### src/core/ktb_pkg.sv
package ktb_pkg;
    // register indices; byte address is four times the index
    localparam logic [7:0]  REG_BER_IDX       = 8'hd3;
    localparam logic [7:0]  REG_COEF_IDX      = 8'hd4;
    localparam logic [7:0]  REG_OVR_IDX       = 8'he0;

    // interval control fields
    localparam int          FINE_LSB          = 10;
    localparam int          FINE_MSB          = 19;
    localparam int          COARSE_LSB        = 20;
    localparam int          COARSE_MSB        = 29;
    localparam int          CNT_W             = 10;

    // coefficient request fields
    localparam int          PRE_LSB           = 0;
    localparam int          MAIN_LSB          = 2;
    localparam int          POST_LSB          = 4;
    localparam int          COEF_W            = 6;
    localparam int          INIT_BIT          = 6;

    // override control fields
    localparam int          OVR_EN_BIT        = 0;
    localparam int          BUSY_BIT          = 1;

    // reset values
    localparam logic [9:0]  FINE_RST_SIM      = 10'h000;
    localparam logic [9:0]  FINE_RST_HW       = 10'h003;
    localparam logic [9:0]  COARSE_RST        = 10'h000;
    localparam logic [6:0]  COEF_RST          = 7'h00;
    localparam logic        OVR_RST           = 1'b0;

    // training frames per unit of the interval count
    localparam int          FRAMES_PER_UNIT   = 1000;

    typedef enum logic [1:0] {
        KTB_HOLD = 2'b00,
        KTB_INC  = 2'b01,
        KTB_DEC  = 2'b10,
        KTB_RSVD = 2'b11
    } ktb_coef_code_t;
endpackage : ktb_pkg

### src/core/ktb_ber_timer.sv
`timescale 1ns/1ps
module ktb_ber_timer #(
    parameter int FRAMES_PER_UNIT = ktb_pkg::FRAMES_PER_UNIT
) (
    input  wire logic                     core_clk,
    input  wire logic                     arst_n,
    input  wire logic                     step_start,
    input  wire logic                     frame_tick,
    input  wire logic [ktb_pkg::CNT_W-1:0] fine_count,
    input  wire logic [ktb_pkg::CNT_W-1:0] coarse_count,
    output logic                          window_busy,
    output logic                          window_done
);
    import ktb_pkg::*;

    typedef enum logic {KTB_IDLE, KTB_RUN} ktb_tmr_state_t;

    ktb_tmr_state_t   state, next_state;
    logic [19:0]      target, next_target;
    logic [19:0]      unit_cnt, next_unit_cnt;
    logic [31:0]      frame_cnt, next_frame_cnt;
    logic             next_window_done;

    // coarse zero: fine units; else coarse times fine units
    function automatic logic [19:0] units_of(input logic [CNT_W-1:0] f,
                                             input logic [CNT_W-1:0] c);
        if (c == '0) begin
            return {10'h000, f};
        end
        return c * f;
    endfunction : units_of

    always_comb begin
        next_state       = state;
        next_target      = target;
        next_unit_cnt    = unit_cnt;
        next_frame_cnt   = frame_cnt;
        next_window_done = 1'b0;
        case (state)
            KTB_IDLE: begin
                if (step_start) begin
                    next_state     = KTB_RUN;
                    next_target    = units_of(fine_count, coarse_count);
                    next_unit_cnt  = 20'h00000;
                    next_frame_cnt = 32'h0;
                end
            end
            KTB_RUN: begin
                if (frame_tick) begin
                    // zero window closes at the first frame
                    if (target == 20'h00000) begin
                        next_state       = KTB_IDLE;
                        next_window_done = 1'b1;
                    end else if (frame_cnt == 32'(FRAMES_PER_UNIT - 1)) begin
                        next_frame_cnt = 32'h0;
                        next_unit_cnt  = unit_cnt + 20'h00001;
                        if (unit_cnt + 20'h00001 == target) begin
                            next_state       = KTB_IDLE;
                            next_window_done = 1'b1;
                        end
                    end else begin
                        next_frame_cnt = frame_cnt + 32'h1;
                    end
                end
            end
            default: next_state = KTB_IDLE;
        endcase
    end

    always_ff @(posedge core_clk or negedge arst_n) begin
        if (!arst_n) begin
            state       <= KTB_IDLE;
            target      <= 20'h00000;
            unit_cnt    <= 20'h00000;
            frame_cnt   <= 32'h0;
            window_done <= 1'b0;
            window_busy <= 1'b0;
        end else begin
            state       <= next_state;
            target      <= next_target;
            unit_cnt    <= next_unit_cnt;
            frame_cnt   <= next_frame_cnt;
            window_done <= next_window_done;
            window_busy <= (next_state == KTB_RUN);
        end
    end
endmodule : ktb_ber_timer

### src/core/ktb_top.sv
// What this block does
// - 10-bit read-write fine frame count at bits 19:10, used when coarse is zero.
// - with coarse zero, fine count scales the bit-error window: 3, 25, 250 steps.
// - fine count resets to zero in simulation builds.
// - coefficient bits 5:0 mirror first word of our transmitted training frame.
// - coefficient bits read-only normally, writable only while override enable is set.
// - post-cursor request in bits 5:4: 01 increment, 00 hold.
// - bit 6 set asks the partner to initialize its transmit equalizer.
// - code 10 decrement, 11 reserved; main 3:2 and pre 1:0 share the encoding.
// - 10-bit coarse count at bits 29:20 multiplies the fine count per step.
`timescale 1ns/1ps
module ktb_top #(
    parameter bit SIM_BUILD       = 1'b0,
    parameter int FRAMES_PER_UNIT = ktb_pkg::FRAMES_PER_UNIT
) (
    input  wire logic                      core_clk,
    input  wire logic                      arst_n,
    input  wire logic [7:0]                avs_address,
    input  wire logic                      avs_read,
    input  wire logic                      avs_write,
    input  wire logic [31:0]               avs_writedata,
    input  wire logic [3:0]                avs_byteenable,
    output logic [31:0]                    avs_readdata,
    output logic                           avs_waitrequest,
    input  wire logic [ktb_pkg::COEF_W-1:0] train_coef_req,
    input  wire logic                      train_init_req,
    input  wire logic                      eq_step_start,
    input  wire logic                      train_frame_tick,
    output logic [ktb_pkg::COEF_W-1:0]     local_coefficient_request,
    output logic                           partner_equalizer_init_request,
    output logic                           coef_override_active,
    output logic                           ber_window_busy,
    output logic                           ber_window_done
);
    import ktb_pkg::*;

    localparam logic [9:0] FINE_RST = SIM_BUILD ? FINE_RST_SIM : FINE_RST_HW;

    // bus handshake and readback
    logic                  next_waitrequest;
    logic [31:0]           next_readdata;
    logic                  wr_take;
    logic                  rd_take;

    // interval control
    logic [CNT_W-1:0]      fine_count, next_fine_count;
    logic [CNT_W-1:0]      coarse_count, next_coarse_count;

    // coefficient requests and override
    logic [COEF_W-1:0]     next_coef;
    logic                  next_init;
    logic                  next_override;

    // reserved code falls back to hold
    function automatic logic [1:0] sane_code(input logic [1:0] c);
        return (c == KTB_RSVD) ? KTB_HOLD : c;
    endfunction : sane_code

    // byte-enable merge of a 32-bit word
    function automatic logic [31:0] merge(input logic [31:0] old_w,
                                          input logic [31:0] new_w,
                                          input logic [3:0]  be);
        logic [31:0] r;
        r = old_w;
        for (int i = 0; i < 4; i++) begin
            if (be[i]) begin
                r[i*8 +: 8] = new_w[i*8 +: 8];
            end
        end
        return r;
    endfunction : merge

    function automatic logic [31:0] ber_word(input logic [CNT_W-1:0] f,
                                             input logic [CNT_W-1:0] c);
        logic [31:0] w;
        w = 32'h0;
        w[FINE_MSB:FINE_LSB]     = f;
        w[COARSE_MSB:COARSE_LSB] = c;
        return w;
    endfunction : ber_word

    function automatic logic [31:0] coef_word(input logic [COEF_W-1:0] q,
                                              input logic              ini);
        logic [31:0] w;
        w = 32'h0;
        w[COEF_W-1:0] = q;
        w[INIT_BIT]   = ini;
        return w;
    endfunction : coef_word

    // one wait cycle per access; request completes when waitrequest is low
    assign wr_take = avs_write && !avs_waitrequest;
    assign rd_take = avs_read && !avs_waitrequest;

    always_comb begin
        next_waitrequest = !((avs_read || avs_write) && avs_waitrequest);
        next_readdata    = 32'h0;
        if (avs_read && avs_waitrequest) begin
            case (avs_address)
                REG_BER_IDX:  next_readdata = ber_word(fine_count, coarse_count);
                REG_COEF_IDX: next_readdata = coef_word(local_coefficient_request,
                                                        partner_equalizer_init_request);
                REG_OVR_IDX: begin
                    next_readdata[OVR_EN_BIT] = coef_override_active;
                    next_readdata[BUSY_BIT]   = ber_window_busy;
                end
                default:      next_readdata = 32'h0;
            endcase
        end else if (rd_take) begin
            next_readdata = avs_readdata;
        end
    end

    always_ff @(posedge core_clk or negedge arst_n) begin
        if (!arst_n) begin
            avs_waitrequest <= 1'b1;
            avs_readdata    <= 32'h0;
        end else begin
            avs_waitrequest <= next_waitrequest;
            avs_readdata    <= next_readdata;
        end
    end

    // interval control register
    always_comb begin
        logic [31:0] w;
        w                 = 32'h0;
        next_fine_count   = fine_count;
        next_coarse_count = coarse_count;
        if (wr_take && avs_address == REG_BER_IDX) begin
            w                 = merge(ber_word(fine_count, coarse_count),
                                      avs_writedata, avs_byteenable);
            next_fine_count   = w[FINE_MSB:FINE_LSB];
            next_coarse_count = w[COARSE_MSB:COARSE_LSB];
        end
    end

    always_ff @(posedge core_clk or negedge arst_n) begin
        if (!arst_n) begin
            fine_count   <= FINE_RST;
            coarse_count <= COARSE_RST;
        end else begin
            fine_count   <= next_fine_count;
            coarse_count <= next_coarse_count;
        end
    end

    // override enable and coefficient request word
    always_comb begin
        logic [31:0] w;
        w             = 32'h0;
        next_override = coef_override_active;
        next_coef     = local_coefficient_request;
        next_init     = partner_equalizer_init_request;
        if (wr_take && avs_address == REG_OVR_IDX && avs_byteenable[0]) begin
            next_override = avs_writedata[OVR_EN_BIT];
        end
        if (!coef_override_active) begin
            // training logic owns the word; bus writes dropped
            next_coef = {sane_code(train_coef_req[POST_LSB +: 2]),
                         sane_code(train_coef_req[MAIN_LSB +: 2]),
                         sane_code(train_coef_req[PRE_LSB +: 2])};
            next_init = train_init_req;
        end else if (wr_take && avs_address == REG_COEF_IDX) begin
            w         = merge(coef_word(local_coefficient_request,
                                        partner_equalizer_init_request),
                              avs_writedata, avs_byteenable);
            next_coef = {sane_code(w[POST_LSB +: 2]),
                         sane_code(w[MAIN_LSB +: 2]),
                         sane_code(w[PRE_LSB +: 2])};
            next_init = w[INIT_BIT];
        end
    end

    always_ff @(posedge core_clk or negedge arst_n) begin
        if (!arst_n) begin
            coef_override_active           <= OVR_RST;
            local_coefficient_request      <= COEF_RST[COEF_W-1:0];
            partner_equalizer_init_request <= COEF_RST[INIT_BIT];
        end else begin
            coef_override_active           <= next_override;
            local_coefficient_request      <= next_coef;
            partner_equalizer_init_request <= next_init;
        end
    end

    // bit-error measurement window per equalization step
    ktb_ber_timer #(
        .FRAMES_PER_UNIT (FRAMES_PER_UNIT)
    ) u_ber_timer (
        .core_clk     (core_clk),
        .arst_n       (arst_n),
        .step_start   (eq_step_start),
        .frame_tick   (train_frame_tick),
        .fine_count   (fine_count),
        .coarse_count (coarse_count),
        .window_busy  (ber_window_busy),
        .window_done  (ber_window_done)
    );
endmodule : ktb_top

### config.mk
export PLATFORM = sky130hd
export DESIGN_NAME = ktb_top
export DESIGN_NICKNAME = d
export VERILOG_FILES = /design/src/core/ktb_pkg.sv /design/src/core/ktb_ber_timer.sv /design/src/core/ktb_top.sv
export SDC_FILE = /design/constraint.sdc
export NUM_CORES = 1
export LEC_CHECK = 0
export ABC_AREA = 1
export BUFFER_PORTS_ARGS = -buffer_cell sky130_fd_sc_hd__buf_2
export CORE_MARGIN = 2
export CORE_UTILIZATION = 40
export CTS_CLUSTER_DIAMETER = 80
export DETAILED_ROUTE_END_ITERATION = 12
export SLEW_MARGIN = 40
export SYNTH_ARGS = -nofsm -noshare
export SYNTH_HDL_FRONTEND = slang
export SYNTH_SLANG_ARGS = --single-unit
export TNS_END_PERCENT = 20
### constraint.sdc
create_clock -name core_clk -period 7.35 [get_ports core_clk]
set_clock_uncertainty 0.1 [all_clocks]
set_input_delay 1.47 -clock core_clk [delete_from_list [all_inputs] [get_ports core_clk]]
set_output_delay 1.47 -clock core_clk [all_outputs]
set_load 0.02 [all_outputs]
# == Word level (Yosys, flattened, before mapping) ==
# Cells that the tools add are included.
# totals
register_bits,135
inputBits,57
out_inout_bits,43
wordCells,99
# classes
addsub,2
mul,1
n_eq_ne,18
muxes,43
bitwise,1
reduce_logical,20
# ops
operator,n
two-way mux 32 bit,6
two-way mux 20 bit,6
one-hot mux 32 bit (2 select lines),1
one-hot mux 28 bit (2 select lines),1
one-hot mux 20 bit (2 select lines),1
"adder 32 x 1 -> 32 bit, second input constant",1
"== test 32 x 10 -> 1 bit, second input constant",1
"== test 8 bit, second input constant",3
two-way mux 7 bit,3
"adder 20 x 1 -> 20 bit, second input constant",1
== test 20 bit,1
zero test 20 bit,1
multiplier 10 x 10 -> 20 bit,1
two-way mux 1 bit,15
"== test 2 bit, second input constant",6
two-way mux 2 bit,6
two-way mux 6 bit,2
zero test 10 bit,1
"inequality test 2 bit, second input constant",5
AND reduction 2 bit,5
logical AND 1 bit,8
"inequality test 2 x 1 -> 1 bit, second input constant",2
one-hot mux 2 bit (2 select lines),1
AND reduction 4 bit,1
other kinds (5),6

# == Logic depth before layout (Yosys ltp) ==
# Gate-level depths: netlist of run 1.
# logic_depth
ltp_word,9
depth_mapped,22
ltp_nobuf,21

# == Hierarchy ==
# A second synthesis of run 1 with hierarchy kept.
# hier_totals
hier_cells,1468
hier_area_um2,10730.3
# by_module_without_submodules
mod,instances,cells_per_inst,area_each_um2,seq_area_each_um2
ktb_ber_timer,1,1100,7932.6,1851.8
ktb_top,1,368,2797.7,1405.1

# == Least setup slack after synthesis of run 1 ==
# OpenSTA, ideal clock, no wires.
# synth_timing
kind,register to register
from,reg fine_count[1]
to,reg u_ber_timer.target[19]
setup_ns,0.134
arrival_time_ns,4.864
t_required_ns,7.116
path_slack_ns,2.252
path_stages_with_launch,21
n_path_buf,1
period_less_slack_ns,5.098
cell_sequence,dfstp_2 > clkbuf_1 > nand2_1 > fa_1 > inv_1 > fa_1 > inv_1 > fa_1 > inv_1 > fa_1 > inv_1 > fa_1 > inv_1 > ha_1 > a21oi_1 > o21ai_0 > o21ai_0 > nand4_1 > or2_2 > nand3_1 > o21ai_0
# synth_between
elab_chain_len,2
# synth_rtl
element,line,rtl
from (decl),ktb_top.sv:46,"logic [CNT_W-1:0] fine_count, next_fine_count;"
from (signal assigned),ktb_top.sv:143,fine_count <= next_fine_count;
multiplier 10 x 10 -> 20 bit,ktb_ber_timer.sv:30,return c * f;
two-way mux 20 bit,ktb_ber_timer.sv:30,
to (signal assigned),ktb_ber_timer.sv:80,target <= next_target;
to (decl),ktb_ber_timer.sv:19,"logic [19:0] target, next_target;"
# Every way passes these cells.
# A chain may end at the register's enable or synchronous reset.

# == Worst setup path after layout of run 1 ==
# layout_timing
from,reg coarse_count[5]
to,reg u_ber_timer.target[19]
# layout_between
elab_chain_len,5
elab_cells_between_ends,6
classes_between,1 x mul; 4 x mux; 1 x reduce/logical
# layout_rtl
element,line,rtl
from (decl),ktb_top.sv:47,"logic [CNT_W-1:0] coarse_count, next_coarse_count;"
from (signal assigned),ktb_top.sv:144,coarse_count <= next_coarse_count;
branches (longest 4 deep; another with multiplier 10 x 10 -> 20 bit),-,
two-way mux 20 bit *,ktb_ber_timer.sv:30,
# Every way passes the cells marked *. The select of a mux whose other input is x is not followed.

==> impl_metrics.csv, run 1 <==
group,metric,value,unit
global_route,grt_pass1_wl,45400,um
layout,final_core_util,45.33,%
place,dpl.hpwl,20260,um
cts,cts_tree,"yes",
setup_path,ff2ff_setup_slack,1910,ps
route,drc,0,
sta,period_minus_slack,5436,ps
yosys,synth-simple-area-share,26.43,%
sta,fmax,184.0,MHz
setup_path,cpPeakStageDelay,670,ps
setup_path,worstPathMaxFanout,12,
sta,grt_setup_unrepaired,"false",
global_route,gr-total-overflow,0,
cts,postCtsHoldBufs,0,
route,wirelength,26660,um
flow_run,drv_cap,0,
min_path,hp-start,"u_ber_timer.unit_cnt[19]$_DFFE_PN0P_",
yosys,synthAdderAreaFrac,18.45,%
pwr,pwr_density_cell,250.9,nW/um2
yosys,ys_async_sr_fraction,100.0,%
sta,relSlewSlack,45.02,%
setup_path,end_kind,"register",
cts,cts-buffers-inserted,17,
setup_path,worstPathCellList,"nand2_1, fa_1, inv_1, fa_1, inv_1, fa_1, inv_1, fa_1, inv_1, fa_1, inv_1, ha_1, a21oi_1, o21ai_0, o21ai_0, nand4_1, or2_2, nand3_1, o21ai_0",
yosys,yosysWarnings,0,
die,die_area,27810,um2
sta,hold_violations,0,
layout,final_cell_mix,"nand2_1 (334), inv_1 (248), dfrtp_1 (127)",
setup_path,crit_start,"coarse_count[5]$_DFFE_PN0P_",
yosys,syn_inst,1428,
die,die_x,166.8,um
global_route,grt_max_degree,70,
sta,setup_tns,0,ps
cts,cts_root_buf,"clkbuf_16",
setup_path,critPathKind,"register to register",
yosys,synth_area_leaders,"dfrtp_1 (30%), nand2_1 (12%), fa_1 (12%)",
layout,design_area,11810,um2
route,wl_per_cell,14.53,um
yosys,ys_ff_latch,130,
place,numPortBuffers,89,
setup_path,cp.required,7520,ps
yosys,synthMuxAreaShare,0.5078,%
die,rows,59,
sta,period_share,73.95,%
yosys,synth.distinct_cells,51,
cts,postCtsResizedCells,0,
layout,area_growth,11.49,%
route,met1_length,12560,um
die,chipHeight,166.8,um
setup_path,crit_arrival,5610,ps
yosys,synth_compound_area_share,10.77,%
route,top_layer_used,"met4",
route,drtIter0Drc,489,
setup_path,r2r_start,"coarse_count[5]$_DFFE_PN0P_",
yosys,yosysSeqAreaShare,30.74,%
min_path,min_path_type,"register to register",
place,place_area,11240,um2
yosys,synth_xor_area_share,1.618,%
layout,final_common_cell,"nand2_1",
yosys,yosys.area.top_type,"dfrtp_1",
layout,nets,1663,
route,wl_met3,1123,um
layout,antennaDiodeCount,0,
sta,drv_slew,0,
die,ios,100,
layout,drive_above_1_share,10.13,%
run_status,status,"finished clean",
setup_path,start_kind,"register",
setup_path,r2r_cells,19,
yosys,syn_avg_cell_area,7.420,um2
pwr,p_leak,6.259,nW
sta,worstMarginPinSlew,824.7,ps
cts,postCtsSetupRepairBufs,0,
route,vias,9380,
cts,h-tree-depth,4,
pwr,p_total,2.963,mW
yosys,synth_edf_count,0,
setup_path,r2r_end,"u_ber_timer.target[19]$_DFFE_PN0P_",
route,ant_nets,0,
place,place_congestion,0.8669,
global_route,antenna_found_initial,0,
route,wl_met2,12600,um
die,start_util,40.66,%
cts,cts_buffer_depth,2,
global_route,grt_pass1_vias,9258,
route,drtPass1Iterations,5,
cts,clock-sinks,130,
cts,clock_latency,420,ps
yosys,synth_top_family_by_area,"simple AND/OR/NAND/NOR gates",
sta,hold_ws,410.6,ps
die,core-area,26060,um2
cts,clkSlewWorstSetupHoldPaths,60,ps
yosys,synth.top_cell.area_share,30.00,%
setup_path,crit_path_end,"u_ber_timer.target[19]$_DFFE_PN0P_",
route,viasPerCell,5.112,
pwr,ir_drop,179.9,uV
sta,setup_violations,0,
setup_path,cpMaxStageDelayCell,"dfrtp_1",
yosys,syn_area,10600,um2
global_route,track_usage,19.87,%
yosys,synthFlopType,"dfrtp_1",
[flip-flops by register name, indices dropped and copies added, names as in the netlist]
| signal | flops |
|---|---|
| local_coefficient_request | 6 |
| u_ber_timer.window_busy | 1 |
| avs_readdata | 27 |
| partner_equalizer_init_request | 1 |
| coarse_count | 10 |
| fine_count | 10 |
| u_ber_timer.target | 20 |
| u_ber_timer.window_done | 1 |
| avs_waitrequest | 1 |
| coef_override_active | 1 |
| u_ber_timer.unit_cnt | 20 |
| u_ber_timer.frame_cnt | 32 |
[synth_stat cells (20+ instances only)]
library cell and instances:
nand2_1 335, a21oi_1 57, nand4_1 20, nand3_1 114, o31ai_1 27, nor3_1 23, dfrtp_1 127, ha_1 57
fa_1 62, nor2_1 116, inv_1 248, clkbuf_1 35, o21ai_0 66
[cell type report]
class / instances / area, um2
Clock buffer: 19 / 442.9
Clock inverter: 13 / 127.6
Fill cell: 2647 / 14250
Inverter: 256 / 960.9
Multi-Input combinational cell: 992 / 6142
Sequential cell: 130 / 3257
Tap cell: 335 / 419.2
Timing Repair Buffer: 90 / 462.9
[cell families after synthesis]
logic type	Yosys count
and+or+nand+nor	647
buffers and inverters	310
AOI/OAI and AO/OA	198
DFF	130
adders and majority gates	119
xor gates and xnor gates	18
muxes	5
other	1
[worst max-delay path: cells and delay by family, from the launching register on]
family                     cells  cell delay, ps
AOI/OAI and AO/OA              4             650
and+or+nand+nor                4             670
adders and majority gates      6            2930
buffers and inverters          5             260
DFF                            1             670
[worst min-delay path by stage]
stage,to,slack [ps],cells past startpoint
3_5_place_dp,avs_readdata[20]$_DFFE_PN0P_,400,2
4_1_cts,avs_readdata[20]$_DFFE_PN0P_,410,2
2_1_floorplan,fine_count[0]$_DFFE_PN1P_,360,2
3_3_place_gp,avs_readdata[20]$_DFFE_PN0P_,390,2
6_report,u_ber_timer.unit_cnt[19]$_DFFE_PN0P_,410,2
5_1_grt,u_ber_timer.frame_cnt[7]$_DFFE_PN0P_,440,1
[layer usage]
| layer | vias to the layer above | track usage (%) |
|---|---|---|
| li1 | 4688 | - |
| met1 | 4463 | 27.15 |
| met2 | 201 | 33.13 |
| met3 | 28 | 3.113 |
| met4 | 0 | 4.985 |
| met5 | - | 0 |
[stage by stage]
stage / cells / setup WS [ps]
2_1_floorplan: 1432 / 2252
3_3_place_gp: 1803 / 1971
3_5_place_dp: 1803 / 1882
4_1_cts: 1835 / 1884
5_1_grt: 1835 / 1557
6_report: 1835 / 1914
[report_power, final]
group          internal, mW  leakage, nW  total [mW]  switching, mW
combinational         0.488         4.43        1.29          0.803
sequential            0.777         1.57       0.846         0.0688
clock                 0.479        0.259       0.826          0.347
(Power assumes the default switching activity.)
==> run 2, diff against run 1 <==
- clock period: 7.35 -> 5.2 ns (I/O delays scaled with it)
==> run 2 against run 1 <==
  * Wire length grew 0.91%
  * Worst setup slack lost 1700 ps
  * Flip-flop and latch count is the same
  * Critical path type unchanged
  * Via count grew 0.20%
  * Die area is the same
  * Final cell count grew 1.8%
  * Total power grew 49%
  * Largest cell class unchanged
  * Non-clock buffer count grew 32
  * Sequential share of layout area shrank 0.77 points
  * Clock-buffer cell count is the same
  * First-iteration DRC count grew 15%
  * Maximum frequency grew 8.4%
==> impl_metrics.csv, run 2 (synthesized netlist as in run 1, its figures left out) <==
group,metric,value,unit
global_route,use_met2,32.86,%
cts,cts_root_buf,"clkbuf_16",
sta,hold_violations,0,
place,numPortBuffers,89,
route,wirelength,26900,um
cts,cts_tree,"yes",
layout,area_growth,14.77,%
pwr,ir_drop,232.5,uV
setup_path,crit_arrival,5190,ps
setup_path,critPathKind,"register to register",
cts,h-tree-depth,4,
cts,cts_buffer_depth,2,
route,wl_per_cell,14.40,um
cts,cts-buffers-inserted,17,
die,rows,59,
global_route,grt_use_met1,28.04,%
setup_path,cp_top_family,"adder cells",
route,drtIter0Drc,564,
sta,relSlewSlack,44.48,%
sta,setup_ws,186.6,ps
die,core-area,26060,um2
sta,period_share,96.41,%
layout,largest_register,"u_ber_timer.frame_cnt",
global_route,grt_pass1_vias,9323,
global_route,track_usage,20.02,%
route,drc,0,
global_route,gr-total-overflow,0,
global_route,grt_pass1_wl,45820,um
route,ant_nets,0,
sta,drv_slew,0,
layout,design_area,12160,um2
place,place_area,11470,um2
global_route,antenna_found_initial,1,
global_route,grtUsageMet3,2.709,%
setup_path,worstPathMaxFanout,11,
layout,multi_input_area,6150,um2
cts,clock-sinks,130,
die,ios,100,
run_status,status,"finished clean",
place,place_congestion,0.8945,
pwr,pwr_density_cell,363.5,nW/um2
place,dpl.hpwl,20870,um
global_route,grt.busiest_layer,"met2",
layout,finalNonFillerCells,1868,
route,drtPass1Iterations,5,
setup_path,cpMaxStageDelayCell,"dfstp_2",
min_path,min_path_type,"primary input to asynchronous set/reset pin",
setup_path,end_kind,"register",
place,dp_cells,1834,
cts,postCtsSetupRepairBufs,0,
layout,reg.largest.list,"u_ber_timer.frame_cnt (32), avs_readdata (27)",
layout,nets,1695,
pwr,p_total,4.420,mW
route,viasPerCell,5.032,
setup_path,cpMostUsedCell,"fa_1",
cts,clock_latency,420,ps
setup_path,cp.required,5380,ps
layout,final_core_util,46.67,%
setup_path,crit_buf_inv,4,
layout,drive_above_1_share,12.21,%
place,place_ws,116.6,ps
pwr,p_leak,6.455,nW
layout,final_cell_mix,"nand2_1 (335), inv_1 (248), dfrtp_1 (125)",
layout,largest_reg_flops,32,
die,die_x,166.8,um
flow_run,drv_cap,0,
setup_path,worstPathCellList,"buf_6, nand2_1, fa_1, inv_1, fa_1, fa_1, fa_1, inv_1, fa_1, inv_1, ha_1, nand2_1, nor2_1, o21a_1, o21ai_0, nand4_1, or2_2, nand3_1, o21ai_0",
die,start_util,40.66,%
sta,setup_violations,0,
layout,regArea,3259,um2
sta,fmax,199.5,MHz
route,vias,9399,
die,chipHeight,166.8,um
cts,clkSlewWorstSetupHoldPaths,60,ps
sta,period_minus_slack,5013,ps
layout,fillers,2679,
setup_path,start_kind,"register",
sta,hold_ws,408.6,ps
setup_path,cpPeakStageDelay,540,ps
layout,final_common_cell,"nand2_1",
sta,grt_setup_unrepaired,"true",
sta,setup_tns,0,ps
sta,worstMarginPinSlew,830.7,ps
global_route,grt_max_degree,106,
die,die_area,27810,um2
run 2: worst register-to-register path: cells and delay by family, from the launching register on:
family / cells / cell delay, ps
buf+inv: 4 / 300
fa+ha+maj: 6 / 2800
simple gates: 6 / 770
compound gates: 3 / 360
flops: 1 / 540
run 2: layout make-up:
cell class	instances	share of cell area, %
well taps	335	3.447
diodes	1	0.02058
clock inverters	13	1.718
repair buffers	122	5.978
inverters	256	7.902
clock buffers	19	3.560
multi-input cells	992	50.57
flip-flops and latches	130	26.80
run 2: final timing paths:
path / start / end / slack (ps) / cells after the start
setup / recovery: fine_count[1]$_DFFE_PN1P_ / u_ber_timer.target[19]$_DFFE_PN0P_ / 190 / 19
hold / removal: arst_n / u_ber_timer.frame_cnt[15]$_DFFE_PN0P_ / 410 / 1
setup reg to reg: fine_count[1]$_DFFE_PN1P_ / u_ber_timer.target[19]$_DFFE_PN0P_ / 190 / 19
hold reg to reg: u_ber_timer.unit_cnt[19]$_DFFE_PN0P_ / u_ber_timer.unit_cnt[19]$_DFFE_PN0P_ / 410 / 2
max in group asynchronous: arst_n / fine_count[1]$_DFFE_PN1P_ / 3820 / 2
min in group core_clk: u_ber_timer.unit_cnt[19]$_DFFE_PN0P_ / u_ber_timer.unit_cnt[19]$_DFFE_PN0P_ / 410 / 2
run 2: power breakdown:
part / total [mW] / leakage (nW) / switching (mW) / internal [mW]
registers: 1.19 / 1.57 / 0.0903 / 1.10
logic: 1.91 / 4.58 / 1.15 / 0.762
clock network: 1.32 / 0.304 / 0.470 / 0.853
total: 4.42 / 6.45 / 1.71 / 2.71
run 2: metal layers:
layer	up-vias	routed length (um)
met2	175	12550
met4	0	341
met5	-	0
li1	4753	-
met1	4445	13080
met3	26	934
run 2: what timing repair did:
action	CTS	global route
resized for setup	0	8
hold endpoints to repair	0	0
endpoints found under the setup margin	0	8
hold buffers	0	0
==> run 3, diff against run 2 <==
- CORE_UTILIZATION: 40 -> 35
==> run 3 against run 2 <==
  * Flip-flop and latch count unchanged
  * Combinational power about the same
  * Wire length up 2.5%
  * Critical path depth unchanged
==> impl_metrics.csv, run 3 (synthesized netlist as in run 1, its figures left out) <==
group,metric,value,unit
pwr,power.internal,2.638,mW
global_route,antenna_found_initial,0,
pwr,clock_power_share,28.8,%
setup_path,worstPathMaxFanout,11,
sta,grt_setup_unrepaired,"true",
layout,fillers,3048,
route,drtIter0Drc,646,
route,ant_nets,0,
setup_path,worstPathCellList,"buf_6, nand2_1, fa_1, inv_1, fa_1, fa_1, fa_1, inv_1, fa_1, inv_1, ha_1, nand2_2, nor2_1, o21a_1, o21ai_1, nand4_1, or2_2, nand3_1, o21ai_0",
global_route,gr-total-overflow,0,
die,die_area,31680,um2
die,chipHeight,178.0,um
global_route,track_usage,18.41,%
place,dpl.hpwl,21280,um
layout,final_cell_mix,"nand2_1 (333), inv_1 (248), dfrtp_1 (124)",
setup_path,start_kind,"register",
global_route,grt_max_degree,100,
pwr,p_total,4.371,mW
cts,postCtsHoldBufs,0,
layout,final_core_util,41.06,%
sta,relSlewSlack,48.96,%
pwr,power_switching_share,39.65,%
min_path,min_path_type,"primary input to asynchronous set/reset pin",
layout,antennaDiodeCount,0,
layout,drive_above_1_share,12.34,%
setup_path,cpMostUsedCell,"fa_1",
route,drc,0,
flow_run,drv_cap,0,
layout,final_common_cell,"nand2_1",
setup_path,cpMaxStageDelayCell,"fa_1",
pwr,switchingPower,1.733,mW
route,viasPerCell,4.944,
global_route,grt_pass1_wl,46860,um
global_route,grt_pass1_vias,9354,
cts,postCtsResizedCells,0,
run_status,status,"finished clean",
setup_path,crit_arrival,5180,ps
place,numPortBuffers,89,
cts,cts-buffers-inserted,17,
setup_path,cp.required,5390,ps
layout,finalNonFillerCells,1921,
place,place_congestion,0.8871,
layout,area_growth,15.16,%
pwr,ir_drop,266.0,uV
cts,postCtsSetupRepairBufs,0,
place,dp_cells,1888,
cts,clkSlewWorstSetupHoldPaths,60,ps
sta,setup_violations,0,
layout,reg.largest.list,"u_ber_timer.frame_cnt (32), avs_readdata (27)",
die,die_x,178.0,um
cts,clock_latency,430,ps
sta,drv_slew,0,
setup_path,end_kind,"register",
die,ios,100,
sta,worstMarginPinSlew,760.9,ps
cts,cts_buffer_depth,2,
setup_path,critPathKind,"register to register",
pwr,pwr-share-seq,27.2,%
route,wirelength,27570,um
layout,largest_register,"u_ber_timer.frame_cnt",
sta,hold_violations,0,
sta,fmax,200.5,MHz
route,drtPass1Iterations,5,
layout,largest_reg_flops,32,
pwr,p_leak,6.434,nW
layout,nets,1694,
pwr,pwr-share-comb,44.0,%
cts,cts_root_buf,"clkbuf_16",
sta,period_share,95.93,%
cts,clock-sinks,130,
die,start_util,35.65,%
cts,h-tree-depth,4,
sta,period_minus_slack,4989,ps
setup_path,cpPeakStageDelay,550,ps
pwr,pwr_density_cell,358.3,nW/um2
die,rows,63,
cts,cts_tree,"yes",
route,wl_per_cell,14.35,um
die,core-area,29720,um2
route,vias,9497,
[run 3: per-stage QoR]
step | setup TNS, ps | setup WS [ps] | hold slack (ps) | area, um2
after CTS | 0 | 81.76 | 407.7 | 12150
after floorplan | 0 | 102.5 | 359.4 | 10610
after detailed placement | 0 | 102.5 | 393.2 | 11530
after global routing | -159.0 | -69.18 | 379.1 | 12200
after global placement | 0 | 137.7 | 393.2 | 11530
final | 0 | 211.5 | 375.0 | 12200
[run 3: area by class of cell]
cell class	count	area [um2]	share of cell area [%]
clock buffer	21	460.4	3.774
clock inverter	11	152.6	1.251
inverter	256	960.9	7.875
multi-input combinational	992	6160	50.48
sequential	130	3261	26.72
tap	390	488.0	3.999
timing repair buffer	121	719.4	5.896
[run 3: routing by layer]
metal | wire (um) | GRT usage, %
met1 | 12960 | 25.46
met2 | 13120 | 30.39
met3 | 1063 | 2.728
met4 | 421 | 4.337
met5 | 0 | 0
[run 3: power by group through the flow]
stage / combinational, mW / sequential (mW) / clock (mW)
floorplan: 1.41 / 1.19 / 0
global route: 2.23 / 1.20 / 1.33
global placement: 1.85 / 1.20 / 0
detailed placement: 1.87 / 1.20 / 0
CTS: 1.89 / 1.19 / 1.28
finish: 1.92 / 1.19 / 1.26
[run 3: worst paths after layout]
kind | slack (ps) | from | to | depth (start not counted)
worst max-delay path | 210 | fine_count[1]$_DFFE_PN1P_ | u_ber_timer.target[19]$_DFFE_PN0P_ | 19
worst min-delay path | 380 | arst_n | u_ber_timer.frame_cnt[27]$_DFFE_PN0P_ | 1
worst max register to register | 210 | fine_count[1]$_DFFE_PN1P_ | u_ber_timer.target[19]$_DFFE_PN0P_ | 19
worst min register to register | 400 | avs_readdata[0]$_DFFE_PN0P_ | avs_readdata[0]$_DFFE_PN0P_ | 2
max in group asynchronous | 3560 | arst_n | u_ber_timer.target[19]$_DFFE_PN0P_ | 3
min in group core_clk | 400 | avs_readdata[0]$_DFFE_PN0P_ | avs_readdata[0]$_DFFE_PN0P_ | 2
[run 3: worst max-delay path, delay by kind of cell, from the launching register on]
| kind | cells | cell delay (ps) |
|---|---|---|
| simple gates | 6 | 760 |
| flops | 1 | 540 |
| buf+inv | 4 | 290 |
| compound gates | 3 | 320 |
| fa+ha+maj | 6 | 2840 |
